File: config.mk
export PLATFORM = sky130hd
export DESIGN_NAME = fppio_top
export DESIGN_NICKNAME = d
export VERILOG_FILES = /design/src/pkg/fppio_pkg.sv /design/src/core/fppio_sync.sv /design/src/core/fppio_port.sv /design/src/core/fppio_top.sv
export SDC_FILE = /design/constraint.sdc
export NUM_CORES = 1
export LEC_CHECK = 0
export BUFFER_PORTS_ARGS = -buffer_cell sky130_fd_sc_hd__buf_2
export CORE_AREA = 2 2 166 127
export DETAILED_ROUTE_END_ITERATION = 8
export DIE_AREA = 0 0 168 129
export GPL_ROUTABILITY_DRIVEN = 0
export GPL_TIMING_DRIVEN = 0
export PLACE_DENSITY = 0.89
export SYNTH_ARGS = -nofsm -noshare
export SYNTH_HDL_FRONTEND = slang
export SYNTH_SLANG_ARGS = --single-unit
File: constraint.sdc
create_clock -name clk -period 3.2 [get_ports clk]
set_input_delay 0.32 -clock clk [delete_from_list [all_inputs] [get_ports clk]]
set_output_delay 0.32 -clock clk [all_outputs]
set_load 0.005 [all_outputs]
File: src/pkg/fppio_pkg.sv
package fppio_pkg;

   localparam int          FPPIO_NUM_PORTS  = 5;
   localparam int          FPPIO_PORT_W     = 8;
   localparam int          FPPIO_ADDR_W     = 6;

   // port indices: first .. fifth port
   localparam int          FPPIO_PORT_A     = 0;
   localparam int          FPPIO_PORT_B     = 1;
   localparam int          FPPIO_PORT_C     = 2;
   localparam int          FPPIO_PORT_D     = 3;
   localparam int          FPPIO_PORT_E     = 4;

   // implemented bits of each port, fifth port first
   localparam logic [FPPIO_NUM_PORTS-1:0][7:0] FPPIO_PORT_MASK =
      {8'hFF, 8'h7F, 8'hFF, 8'hFF, 8'hFF};

   // register map
   localparam logic [FPPIO_ADDR_W-1:0] FPPIO_DATA_BASE = 6'h00;
   localparam logic [FPPIO_ADDR_W-1:0] FPPIO_PULL_BASE = 6'h08;
   localparam logic [FPPIO_ADDR_W-1:0] FPPIO_DIR_BASE  = 6'h10;
   localparam logic [FPPIO_ADDR_W-1:0] FPPIO_CFG_ADDR  = 6'h18;

   // configuration register fields
   localparam int          FPPIO_CFG_DBG_BIT    = 0;
   localparam int          FPPIO_CFG_RSTPIN_BIT = 1;
   localparam int          FPPIO_CFG_MS_BIT     = 7;
   localparam logic [1:0]  FPPIO_CFG_RESET      = 2'h3;

   // reset values
   localparam logic [7:0]  FPPIO_DATA_RESET = 8'h00;
   localparam logic [7:0]  FPPIO_DIR_RESET  = 8'h00;
   localparam logic [7:0]  FPPIO_PULL_RESET = 8'h00;

   // shared-function bit positions
   localparam int          FPPIO_IN_ONLY_BIT = 0;
   localparam int          FPPIO_SCI_TX_BIT  = 0;
   localparam int          FPPIO_SCI_RX_BIT  = 1;
   localparam int          FPPIO_TPM1_BIT    = 7;
   localparam int          FPPIO_SPI_LO_BIT  = 4;
   localparam int          FPPIO_KEYPAD_IRQ_UNIT_TWO_W      = 4;
   localparam int          FPPIO_DBG_BIT     = 0;
   localparam int          FPPIO_RSTPIN_BIT  = 1;
   localparam int          FPPIO_TPM0_BIT    = 6;
   localparam logic [7:0]  FPPIO_PD_CAP_MASK = 8'hF0;
   localparam logic [7:0]  FPPIO_D_PIN_READ  = 8'h03;

   function automatic logic fppio_hit(input logic [FPPIO_ADDR_W-1:0] addr,
                                      input logic [FPPIO_ADDR_W-1:0] base,
                                      input int                      port);
      return addr == (base + FPPIO_ADDR_W'(port));
   endfunction : fppio_hit

endpackage : fppio_pkg

File: src/core/fppio_sync.sv
`timescale 1ns/1ps
module fppio_sync_stage #(
   parameter int W = 8
) (
   input  wire logic         clk,
   input  wire logic [W-1:0] async_in,
   output logic      [W-1:0] sync_out
);
   logic [W-1:0] meta_q;

   // no reset: the chain must keep sampling while reset is held
   always_ff @(posedge clk) begin
      meta_q   <= async_in;
      sync_out <= meta_q;
   end
endmodule : fppio_sync_stage

File: src/core/fppio_port.sv
`timescale 1ns/1ps
module fppio_port_drive #(
   parameter int W = 8
) (
   input  wire logic         clk,
   input  wire logic         rst,
   input  wire logic [W-1:0] latch,
   input  wire logic [W-1:0] dir,
   input  wire logic [W-1:0] pull_en,
   input  wire logic [W-1:0] own,
   input  wire logic [W-1:0] own_oe,
   input  wire logic [W-1:0] own_out,
   input  wire logic [W-1:0] force_pu,
   input  wire logic [W-1:0] pd_req,
   input  wire logic [W-1:0] in_only,
   output logic      [W-1:0] pin_out,
   output logic      [W-1:0] pin_oe,
   output logic      [W-1:0] pin_pu,
   output logic      [W-1:0] pin_pd
);
   logic [W-1:0] oe_d;
   logic [W-1:0] out_d;
   logic [W-1:0] pull_on;

   always_comb begin
      // peripheral sets direction when it owns the pin
      oe_d    = ((own & own_oe) | (~own & dir)) & ~in_only;
      out_d   = (own & own_out) | (~own & latch);
      pull_on = pull_en & ~dir;
   end

   always_ff @(posedge clk) begin
      if (rst) begin
         pin_out <= '0;
         pin_oe  <= '0;
         pin_pu  <= force_pu;
         pin_pd  <= '0;
      end else begin
         pin_out <= out_d;
         pin_oe  <= oe_d;
         pin_pu  <= (pull_on & ~pd_req) | force_pu;
         pin_pd  <= pull_on & pd_req & ~force_pu;
      end
   end
endmodule : fppio_port_drive

File: src/core/fppio_top.sv
// The strobed register port and the placing of the registers were decided locally.
`timescale 1ns/1ps
module fppio_top
   import fppio_pkg::*;
(
   input  wire logic                    clk,
   input  wire logic                    rst,
   input  wire logic [FPPIO_ADDR_W-1:0] reg_addr,
   input  wire logic [7:0]              reg_wdata,
   input  wire logic                    reg_wr,
   input  wire logic                    reg_rd,
   output logic      [7:0]              reg_rdata,

   // pins, one group per port
   input  wire logic [7:0]              port0_in,
   output logic      [7:0]              port0_out,
   output logic      [7:0]              port0_oe,
   output logic      [7:0]              port0_pu,
   output logic      [7:0]              port0_pd,

   input  wire logic [7:0]              port1_in,
   output logic      [7:0]              port1_out,
   output logic      [7:0]              port1_oe,
   output logic      [7:0]              port1_pu,
   output logic      [7:0]              port1_pd,

   input  wire logic [7:0]              port2_in,
   output logic      [7:0]              port2_out,
   output logic      [7:0]              port2_oe,
   output logic      [7:0]              port2_pu,
   output logic      [7:0]              port2_pd,

   input  wire logic [6:0]              port3_in,
   output logic      [6:0]              port3_out,
   output logic      [6:0]              port3_oe,
   output logic      [6:0]              port3_pu,
   output logic      [6:0]              port3_pd,

   input  wire logic [7:0]              port4_in,
   output logic      [7:0]              port4_out,
   output logic      [7:0]              port4_oe,
   output logic      [7:0]              port4_pu,
   output logic      [7:0]              port4_pd,

   // synchronized pin levels for the on-chip peripherals
   output logic      [7:0]              port0_level,
   output logic      [7:0]              port1_level,
   output logic      [7:0]              port2_level,
   output logic      [6:0]              port3_level,
   output logic      [7:0]              port4_level,

   // peripheral claims, same clock domain
   input  wire logic [7:0]              keypad_one_sel,
   input  wire logic [7:0]              keypad_one_rise,
   input  wire logic [3:0]              keypad_two_sel,
   input  wire logic                    serial_en,
   input  wire logic                    serial_txd,
   input  wire logic                    timer_ch1_own,
   input  wire logic                    timer_ch1_oe,
   input  wire logic                    timer_ch1_out,
   input  wire logic                    spi_en,
   input  wire logic [3:0]              spi_oe,
   input  wire logic [3:0]              spi_out,
   input  wire logic                    timer_ch0_own,
   input  wire logic                    timer_ch0_oe,
   input  wire logic                    timer_ch0_out,
   input  wire logic                    debug_oe,
   input  wire logic                    debug_out,
   output logic                         debug_pin_en,
   output logic                         reset_pin_en,
   output logic                         mode_select
);
   localparam int NP = FPPIO_NUM_PORTS;

   // software-visible registers, one word per port
   logic [7:0]   data_q [NP];
   logic [7:0]   dir_q  [NP];
   logic [7:0]   pull_q [NP];

   // pin levels before and after the synchronizer
   logic [7:0]   pin_in [NP];
   logic [7:0]   lvl    [NP];

   // ownership decoded from the peripheral claims
   logic [7:0]   own    [NP];
   logic [7:0]   own_oe [NP];
   logic [7:0]   own_out[NP];
   logic [7:0]   frc_pu [NP];
   logic [7:0]   pd_req [NP];
   logic [7:0]   in_only[NP];

   // registered pin drive from the per-port stage
   logic [7:0]   d_out  [NP];
   logic [7:0]   d_oe   [NP];
   logic [7:0]   d_pu   [NP];
   logic [7:0]   d_pd   [NP];

   // read path and system pin functions
   logic [7:0]   rd_val [NP];
   logic         dbg_en_q;
   logic         rstpin_en_q;
   logic         ms_q;
   logic [7:0]   rdata_d;
   logic [7:0]   rdata_q_w;

   // absent eighth bit of the fourth port reads a quiet low
   assign pin_in[FPPIO_PORT_A] = port0_in;
   assign pin_in[FPPIO_PORT_B] = port1_in;
   assign pin_in[FPPIO_PORT_C] = port2_in;
   assign pin_in[FPPIO_PORT_D] = {1'b0, port3_in};
   assign pin_in[FPPIO_PORT_E] = port4_in;

   // per-port synchronizer and pin drive
   for (genvar p = 0; p < NP; p++) begin : g_port
      fppio_sync_stage #(.W(8)) u_sync (
         .clk      (clk),
         .async_in (pin_in[p]),
         .sync_out (lvl[p])
      );

      // outputs are registered in the drive stage, so pins never glitch
      fppio_port_drive #(.W(8)) u_drive (
         .clk      (clk),
         .rst      (rst),
         .latch    (data_q[p]),
         .dir      (dir_q[p]),
         .pull_en  (pull_q[p]),
         .own      (own[p]),
         .own_oe   (own_oe[p]),
         .own_out  (own_out[p]),
         .force_pu (frc_pu[p]),
         .pd_req   (pd_req[p]),
         .in_only  (in_only[p]),
         .pin_out  (d_out[p]),
         .pin_oe   (d_oe[p]),
         .pin_pu   (d_pu[p]),
         .pin_pd   (d_pd[p])
      );
   end

   assign port0_out   = d_out[FPPIO_PORT_A];
   assign port0_oe    = d_oe [FPPIO_PORT_A];
   assign port0_pu    = d_pu [FPPIO_PORT_A];
   assign port0_pd    = d_pd [FPPIO_PORT_A];

   assign port1_out   = d_out[FPPIO_PORT_B];
   assign port1_oe    = d_oe [FPPIO_PORT_B];
   assign port1_pu    = d_pu [FPPIO_PORT_B];
   assign port1_pd    = d_pd [FPPIO_PORT_B];

   assign port2_out   = d_out[FPPIO_PORT_C];
   assign port2_oe    = d_oe [FPPIO_PORT_C];
   assign port2_pu    = d_pu [FPPIO_PORT_C];
   assign port2_pd    = d_pd [FPPIO_PORT_C];

   assign port3_out   = d_out[FPPIO_PORT_D][6:0];
   assign port3_oe    = d_oe [FPPIO_PORT_D][6:0];
   assign port3_pu    = d_pu [FPPIO_PORT_D][6:0];
   assign port3_pd    = d_pd [FPPIO_PORT_D][6:0];

   assign port4_out   = d_out[FPPIO_PORT_E];
   assign port4_oe    = d_oe [FPPIO_PORT_E];
   assign port4_pu    = d_pu [FPPIO_PORT_E];
   assign port4_pd    = d_pd [FPPIO_PORT_E];

   assign port0_level = lvl[FPPIO_PORT_A];
   assign port1_level = lvl[FPPIO_PORT_B];
   assign port2_level = lvl[FPPIO_PORT_C];
   assign port3_level = lvl[FPPIO_PORT_D][6:0];
   assign port4_level = lvl[FPPIO_PORT_E];

   assign debug_pin_en = dbg_en_q;
   assign reset_pin_en = rstpin_en_q;
   assign mode_select  = ms_q;
   assign reg_rdata    = rdata_q_w;

   // latch, pullup and direction registers
   always_ff @(posedge clk) begin
      if (rst) begin
         for (int p = 0; p < NP; p++) begin
            data_q[p] <= FPPIO_DATA_RESET;
            dir_q[p]  <= FPPIO_DIR_RESET;
            pull_q[p] <= FPPIO_PULL_RESET;
         end
      end else if (reg_wr) begin
         // unimplemented bits never store a one, so they read back low
         for (int p = 0; p < NP; p++) begin
            // the latch takes the write whoever owns the pin
            if (fppio_hit(reg_addr, FPPIO_DATA_BASE, p))
               data_q[p] <= reg_wdata & FPPIO_PORT_MASK[p];
            if (fppio_hit(reg_addr, FPPIO_PULL_BASE, p))
               pull_q[p] <= reg_wdata & FPPIO_PORT_MASK[p];
            if (fppio_hit(reg_addr, FPPIO_DIR_BASE, p))
               dir_q[p]  <= reg_wdata & FPPIO_PORT_MASK[p];
         end
      end
   end

   // system pin function enables, both claimed from reset onward
   always_ff @(posedge clk) begin
      if (rst) begin
         dbg_en_q    <= FPPIO_CFG_RESET[FPPIO_CFG_DBG_BIT];
         rstpin_en_q <= FPPIO_CFG_RESET[FPPIO_CFG_RSTPIN_BIT];
      end else if (reg_wr && reg_addr == FPPIO_CFG_ADDR) begin
         // the mode-select bit is captured, never written
         dbg_en_q    <= reg_wdata[FPPIO_CFG_DBG_BIT];
         rstpin_en_q <= reg_wdata[FPPIO_CFG_RSTPIN_BIT];
      end
   end

   // mode select is sampled from the debug pin while reset is held
   // the last level before release stays; reset must outlast the sync chain
   // the debug pullup is on in reset, so a floating pin reads as one
   always_ff @(posedge clk) begin
      if (rst)
         ms_q <= lvl[FPPIO_PORT_D][FPPIO_DBG_BIT];
   end

   // peripheral and system ownership of pins
   always_comb begin
      for (int p = 0; p < NP; p++) begin
         own[p]     = 8'h00;
         own_oe[p]  = 8'h00;
         own_out[p] = 8'h00;
         frc_pu[p]  = 8'h00;
         pd_req[p]  = 8'h00;
         in_only[p] = ~FPPIO_PORT_MASK[p];
      end

      // first port: keypad inputs, never driven by the unit
      own[FPPIO_PORT_A]                    = keypad_one_sel;
      pd_req[FPPIO_PORT_A]                 = keypad_one_sel & keypad_one_rise
                                             & FPPIO_PD_CAP_MASK;
      in_only[FPPIO_PORT_A][FPPIO_IN_ONLY_BIT] = 1'b1;

      // second port: serial pair and timer channel
      if (serial_en) begin
         own[FPPIO_PORT_B][FPPIO_SCI_TX_BIT]     = 1'b1;
         own_oe[FPPIO_PORT_B][FPPIO_SCI_TX_BIT]  = 1'b1;
         own_out[FPPIO_PORT_B][FPPIO_SCI_TX_BIT] = serial_txd;
         // receive pin: claimed but never driven
         own[FPPIO_PORT_B][FPPIO_SCI_RX_BIT]     = 1'b1;
      end
      // the timer sets direction itself, so capture leaves the pin undriven
      if (timer_ch1_own) begin
         own[FPPIO_PORT_B][FPPIO_TPM1_BIT]     = 1'b1;
         own_oe[FPPIO_PORT_B][FPPIO_TPM1_BIT]  = timer_ch1_oe;
         own_out[FPPIO_PORT_B][FPPIO_TPM1_BIT] = timer_ch1_out;
      end

      // third port: SPI on the high nibble, keypad two on the low one
      // index 0 of the SPI vectors is the lowest of the four pins
      if (spi_en) begin
         own[FPPIO_PORT_C][FPPIO_SPI_LO_BIT +: 4]     = 4'hF;
         own_oe[FPPIO_PORT_C][FPPIO_SPI_LO_BIT +: 4]  = spi_oe;
         own_out[FPPIO_PORT_C][FPPIO_SPI_LO_BIT +: 4] = spi_out;
      end
      own[FPPIO_PORT_C][FPPIO_KEYPAD_IRQ_UNIT_TWO_W-1:0] = keypad_two_sel;

      // fourth port: debug pin, reset pin, timer channel
      if (dbg_en_q) begin
         // the debug unit only drives once reset has ended
         own[FPPIO_PORT_D][FPPIO_DBG_BIT]     = 1'b1;
         own_oe[FPPIO_PORT_D][FPPIO_DBG_BIT]  = debug_oe & ~rst;
         own_out[FPPIO_PORT_D][FPPIO_DBG_BIT] = debug_out;
         frc_pu[FPPIO_PORT_D][FPPIO_DBG_BIT]  = 1'b1;
      end
      // the reset pin is never driven here; its pull follows the register
      if (rstpin_en_q)
         own[FPPIO_PORT_D][FPPIO_RSTPIN_BIT] = 1'b1;
      // an external timer clock arrives with the timer's enable low
      if (timer_ch0_own) begin
         own[FPPIO_PORT_D][FPPIO_TPM0_BIT]     = 1'b1;
         own_oe[FPPIO_PORT_D][FPPIO_TPM0_BIT]  = timer_ch0_oe;
         own_out[FPPIO_PORT_D][FPPIO_TPM0_BIT] = timer_ch0_out;
      end
   end

   // read source per bit; software should load data before dir
   always_comb begin
      for (int p = 0; p < NP; p++)
         rd_val[p] = ((dir_q[p] & data_q[p]) | (~dir_q[p] & lvl[p]))
                     & FPPIO_PORT_MASK[p];

      // debug and reset pins report the pin itself whatever the direction
      rd_val[FPPIO_PORT_D] = (rd_val[FPPIO_PORT_D] & ~FPPIO_D_PIN_READ)
                             | (lvl[FPPIO_PORT_D] & FPPIO_D_PIN_READ);
   end

   // read mux: the three register maps never overlap, so order is free
   always_comb begin
      rdata_d = 8'h00;
      for (int p = 0; p < NP; p++) begin
         if (fppio_hit(reg_addr, FPPIO_DATA_BASE, p))
            rdata_d = rd_val[p];
         if (fppio_hit(reg_addr, FPPIO_PULL_BASE, p))
            rdata_d = pull_q[p];
         if (fppio_hit(reg_addr, FPPIO_DIR_BASE, p))
            rdata_d = dir_q[p];
      end
      // the captured mode-select level reads in the top bit
      if (reg_addr == FPPIO_CFG_ADDR) begin
         rdata_d[FPPIO_CFG_DBG_BIT]    = dbg_en_q;
         rdata_d[FPPIO_CFG_RSTPIN_BIT] = rstpin_en_q;
         rdata_d[FPPIO_CFG_MS_BIT]     = ms_q;
      end
   end

   // read data stands only in the cycle after the strobe
   // zero between reads so a stale value never looks like an answer
   always_ff @(posedge clk) begin
      if (rst)
         rdata_q_w <= 8'h00;
      else if (reg_rd)
         rdata_q_w <= rdata_d;
      else
         rdata_q_w <= 8'h00;
   end

endmodule : fppio_top

==> metrics.yaml <==
floorplan:
  die_w_um: 168
  ioPinCount: 302
  core_area_um2: 20000
  die_h_um: 129
  row_count: 45
  die-area_um2: 21700
  start_util: 0.556
sta:
  finalClockSkew_ps: 18.0
  fin_crit_sh: 0.814
  setup_viol_count_final: 0
  whs_ps: 23.1
  slew_violations: 0
  fin_ws_ps: 594
  relSlewSlack: 0.312
  grt_setup_unrepaired: "false"
  max_freq_mhz: 384
  period_needed_ps: 2610
  worst_slew_pin_slew_ps: 1020
  fin_tns_setup_ps: 0
  finalHoldViolCount: 0
cells_and_area:
  seqCellArea_um2: 7710
  fillers: 1299
  fin_nets: 1327
  syn_to_final_growth_pct: 31.0
  multi_input_area_um2: 3100
  drive_gt1_frac: 0.303
  utilization: 0.728
synthesis:
  yosysTopAreaCellShare: 0.375
  synth_largest_area_cell: "dfxtp_1"
  postSynthCellCount: 843
  ys_seq_area_frac: 0.694
  synthArstFlopShare: 0
  synth.distinct_cells: 58
  synth.ff_latch_count: 326
  postSynthAreaPerCell_um2: 13.2
  synth_edf_count: 118
  synth_warnings: 0
  syn_area_um2: 11100
  synthTopCellsByArea: "dfxtp_1 (37%), edfxtp_1 (32%), nor3b_1 (4.1%), mux2i_1 (3.4%), buf_4 (2.5%)"
  synth_flop_cell: "dfxtp_1"
grt:
  grt_max_degree: 17
  antenna_found_initial: 1
  grt_use_total: 0.296
  grt_overflow_total: 0
  grt_pass1_vias: 8483
  grt_pass1_wl_mm: 47.9
pwr:
  ir_worst_vdd_uv: 500
  p_switching_uw: 1980
  p_sw_frac: 0.219
  seqPwrFrac: 0.513
  pwr_density_cell_nw_per_um2: 620
  power_leakage_uw: 0.00624
  p_int_uw: 7040
  clockPowerShare: 0.417
  pwr-share-comb: 0.069
clocking:
  cts_setup_buffers: 0
  insertion_delay_ps: 560
  clkSlewWorstSetupHoldPaths_ps: 70
  clock_sinks: 326
  clock-root-buffer: "clkbuf_16"
  cts_inserted_buffers: 30
  h-tree-depth: 1
  cts_buffer_depth: 3
  cts_tree: "built"
drt:
  wl_per_cell_um: 22.0
  postRouteWirelength_mm: 33.2
  viasPerCell: 5.68
  drc: 0
  ant_nets: 0
  drt_first_iter_violations: 978
  num_vias: 8607
  dr.pass1.iters: 6
place:
  place_ws_ps: 599
  portBuffers: 259
  hpwl_mm: 23.8
critical_path:
  crit_path_frequent_cell: "clkbuf_1"
  startpoint_type: "primary input"
  max_stage_delay_ps: 580
  r2r_slack_ps: 1380
  crit_fanout: 10
  cp_cell_sequence: "dlygate4sd3_1, buf_2, clkbuf_1, clkbuf_1, clkbuf_1, a21o_1"
  crit_slowest_cell: "clkbuf_1"
  crit_arrival_ps: 2810
  crit_path_end_kind: "flip-flop"
  cp.required_ps: 3400
  critPathKind: "in -> reg"
run_status:
  status: "finished, final reports clean"
flow_run:
  drv_cap: 0
min_path:
  hold_class: "in -> reg"
-- metrics by stage --
| step | total power [uW] | std cells | area, um2 |
|---|---|---|---|
| final | 9020 | 1514 | 14500 |
| after global routing | 9290 | 1513 | 14500 |
| after detailed placement | 5260 | 1395 | 12900 |
| after global placement | 5240 | 1395 | 12900 |
| after floorplan | 4950 | 878 | 11200 |
| after CTS | 9040 | 1512 | 14500 |
-- area by class of cell --
type / count / share of cell area
Inverter: 5 / 0.00129
Sequential cell: 326 / 0.530
Timing Repair Buffer: 321 / 0.132
Clock inverter: 16 / 0.0134
Multi-Input combinational cell: 479 / 0.213
Tap cell: 258 / 0.0222
Antenna cell: 2 / 0.000344
Clock buffer: 39 / 0.0596
Buffer: 68 / 0.0280
-- metal layers --
layer  wire (um)  global-route usage  vias to the layer above  part of all wire
li1            -                   -                     3774                 -
met2       15300               0.496                      700              0.46
met3        4790              0.0907                       90              0.14
met4        1050              0.0977                        0             0.032
met5           0                   0                        -                 0
met1       12100               0.372                     4043              0.36
-- path summary, 6_finish.rpt --
| check | cells past startpoint | end | startpoint |
|---|---|---|---|
| min reg2reg | 0 | g_port[0].u_sync.sync_out[0] | g_port[0].u_sync.meta_q[0] |
| max | 6 | dir_q[0][37] | rst |
| min | 3 | g_port[1].u_drive.pin_out[7] | timer_ch1_out |
| max reg2reg | 3 | g_port[0].u_drive.pin_pu[4] | dir_q[0][4] |
-- power by group through the flow --
stage	Clock (uW)	Sequential (uW)	Combinational, uW
finish	3770	4630	627
global route	3980	4640	668
CTS	3810	4620	610
detailed placement	0	4710	549
global placement	0	4700	537
floorplan	0	4680	271
-- synthesized netlist by cell type (2+ instances only) --
master    number
o221ai_1      10
nor4_2         2
a31o_1         2
nor2_4         3
o21a_1         5
and2_1        24
nand2_1       26
o22ai_1        2
inv_1          5
nor2_1        52
buf_4         37
nand3_1        8
a21o_1        14
buf_2          5
nor3b_1       60
a211oi_1       8
mux2i_1       38
nor4b_2        2
o21ai_0       23
a21oi_1       37
nand2b_1      10
nor3_1        14
o311ai_1       5
a31o_2         3
nor2b_1       38
or4b_1         2
a221oi_1      13
dfxtp_1      208
a211o_1        3
mux2_2         5
o21ai_1        2
buf_1          3
edfxtp_1     118
a22oi_1        3
clkbuf_1      22
or3b_2         4
and3_1         6
-- cells in the final DEF (no fill, tap or decap), types with 23 or more instances in the layout --
| cell | n |
|---|---|
| buf_2 | 264 |
| dfxtp_1 | 208 |
| edfxtp_1 | 118 |
| dlygate4sd3_1 | 62 |
| nor3b_1 | 60 |
| nor2_1 | 52 |
| nor2b_1 | 38 |
| mux2i_1 | 38 |
| buf_4 | 37 |
| a21oi_1 | 37 |
| conb_1 | 36 |
| clkbuf_16 | 32 |
| nand2_1 | 26 |
| clkbuf_1 | 25 |
| and2_1 | 24 |
| o21ai_0 | 23 |
-- flip-flops by register name (all words and copies together) (netlist names) --
register                flops
data_q                     39
dir_q                      39
g_port.u_drive.pin_out     39
g_port.u_drive.pin_pu      39
g_port.u_sync.meta_q       39
g_port.u_sync.sync_out     39
pull_q                     39
g_port.u_drive.pin_oe      38
reg_rdata                   8
g_port.u_drive.pin_pd       4
debug_pin_en                1
mode_select                 1
reset_pin_en                1
-- critical path, delay by kind of cell --
family | cells | cell delay (ps)
AOI/OAI and AO/OA | 1 | 430
buffers and inverters | 5 | 2060
-- cells by family (layout without fill, tap and decap cells) --
group / Yosys count / after routing / synth area share
AO/OA/AOI/OAI: 143 / 143 / 0.0884
AND/OR/NAND/NOR: 257 / 257 / 0.139
multiplexers: 43 / 43 / 0.0393
buffers and inverters: 73 / 449 / 0.0384
flip-flops: 326 / 326 / 0.694
other: 1 / 38 / 0.000338
-- repair_timing --
item	in CTS	in global routing
hold buffers	62	0
gates resized for setup	0	0
hold endpoints to repair	71	0
Power figures use the tool's default switching activity.
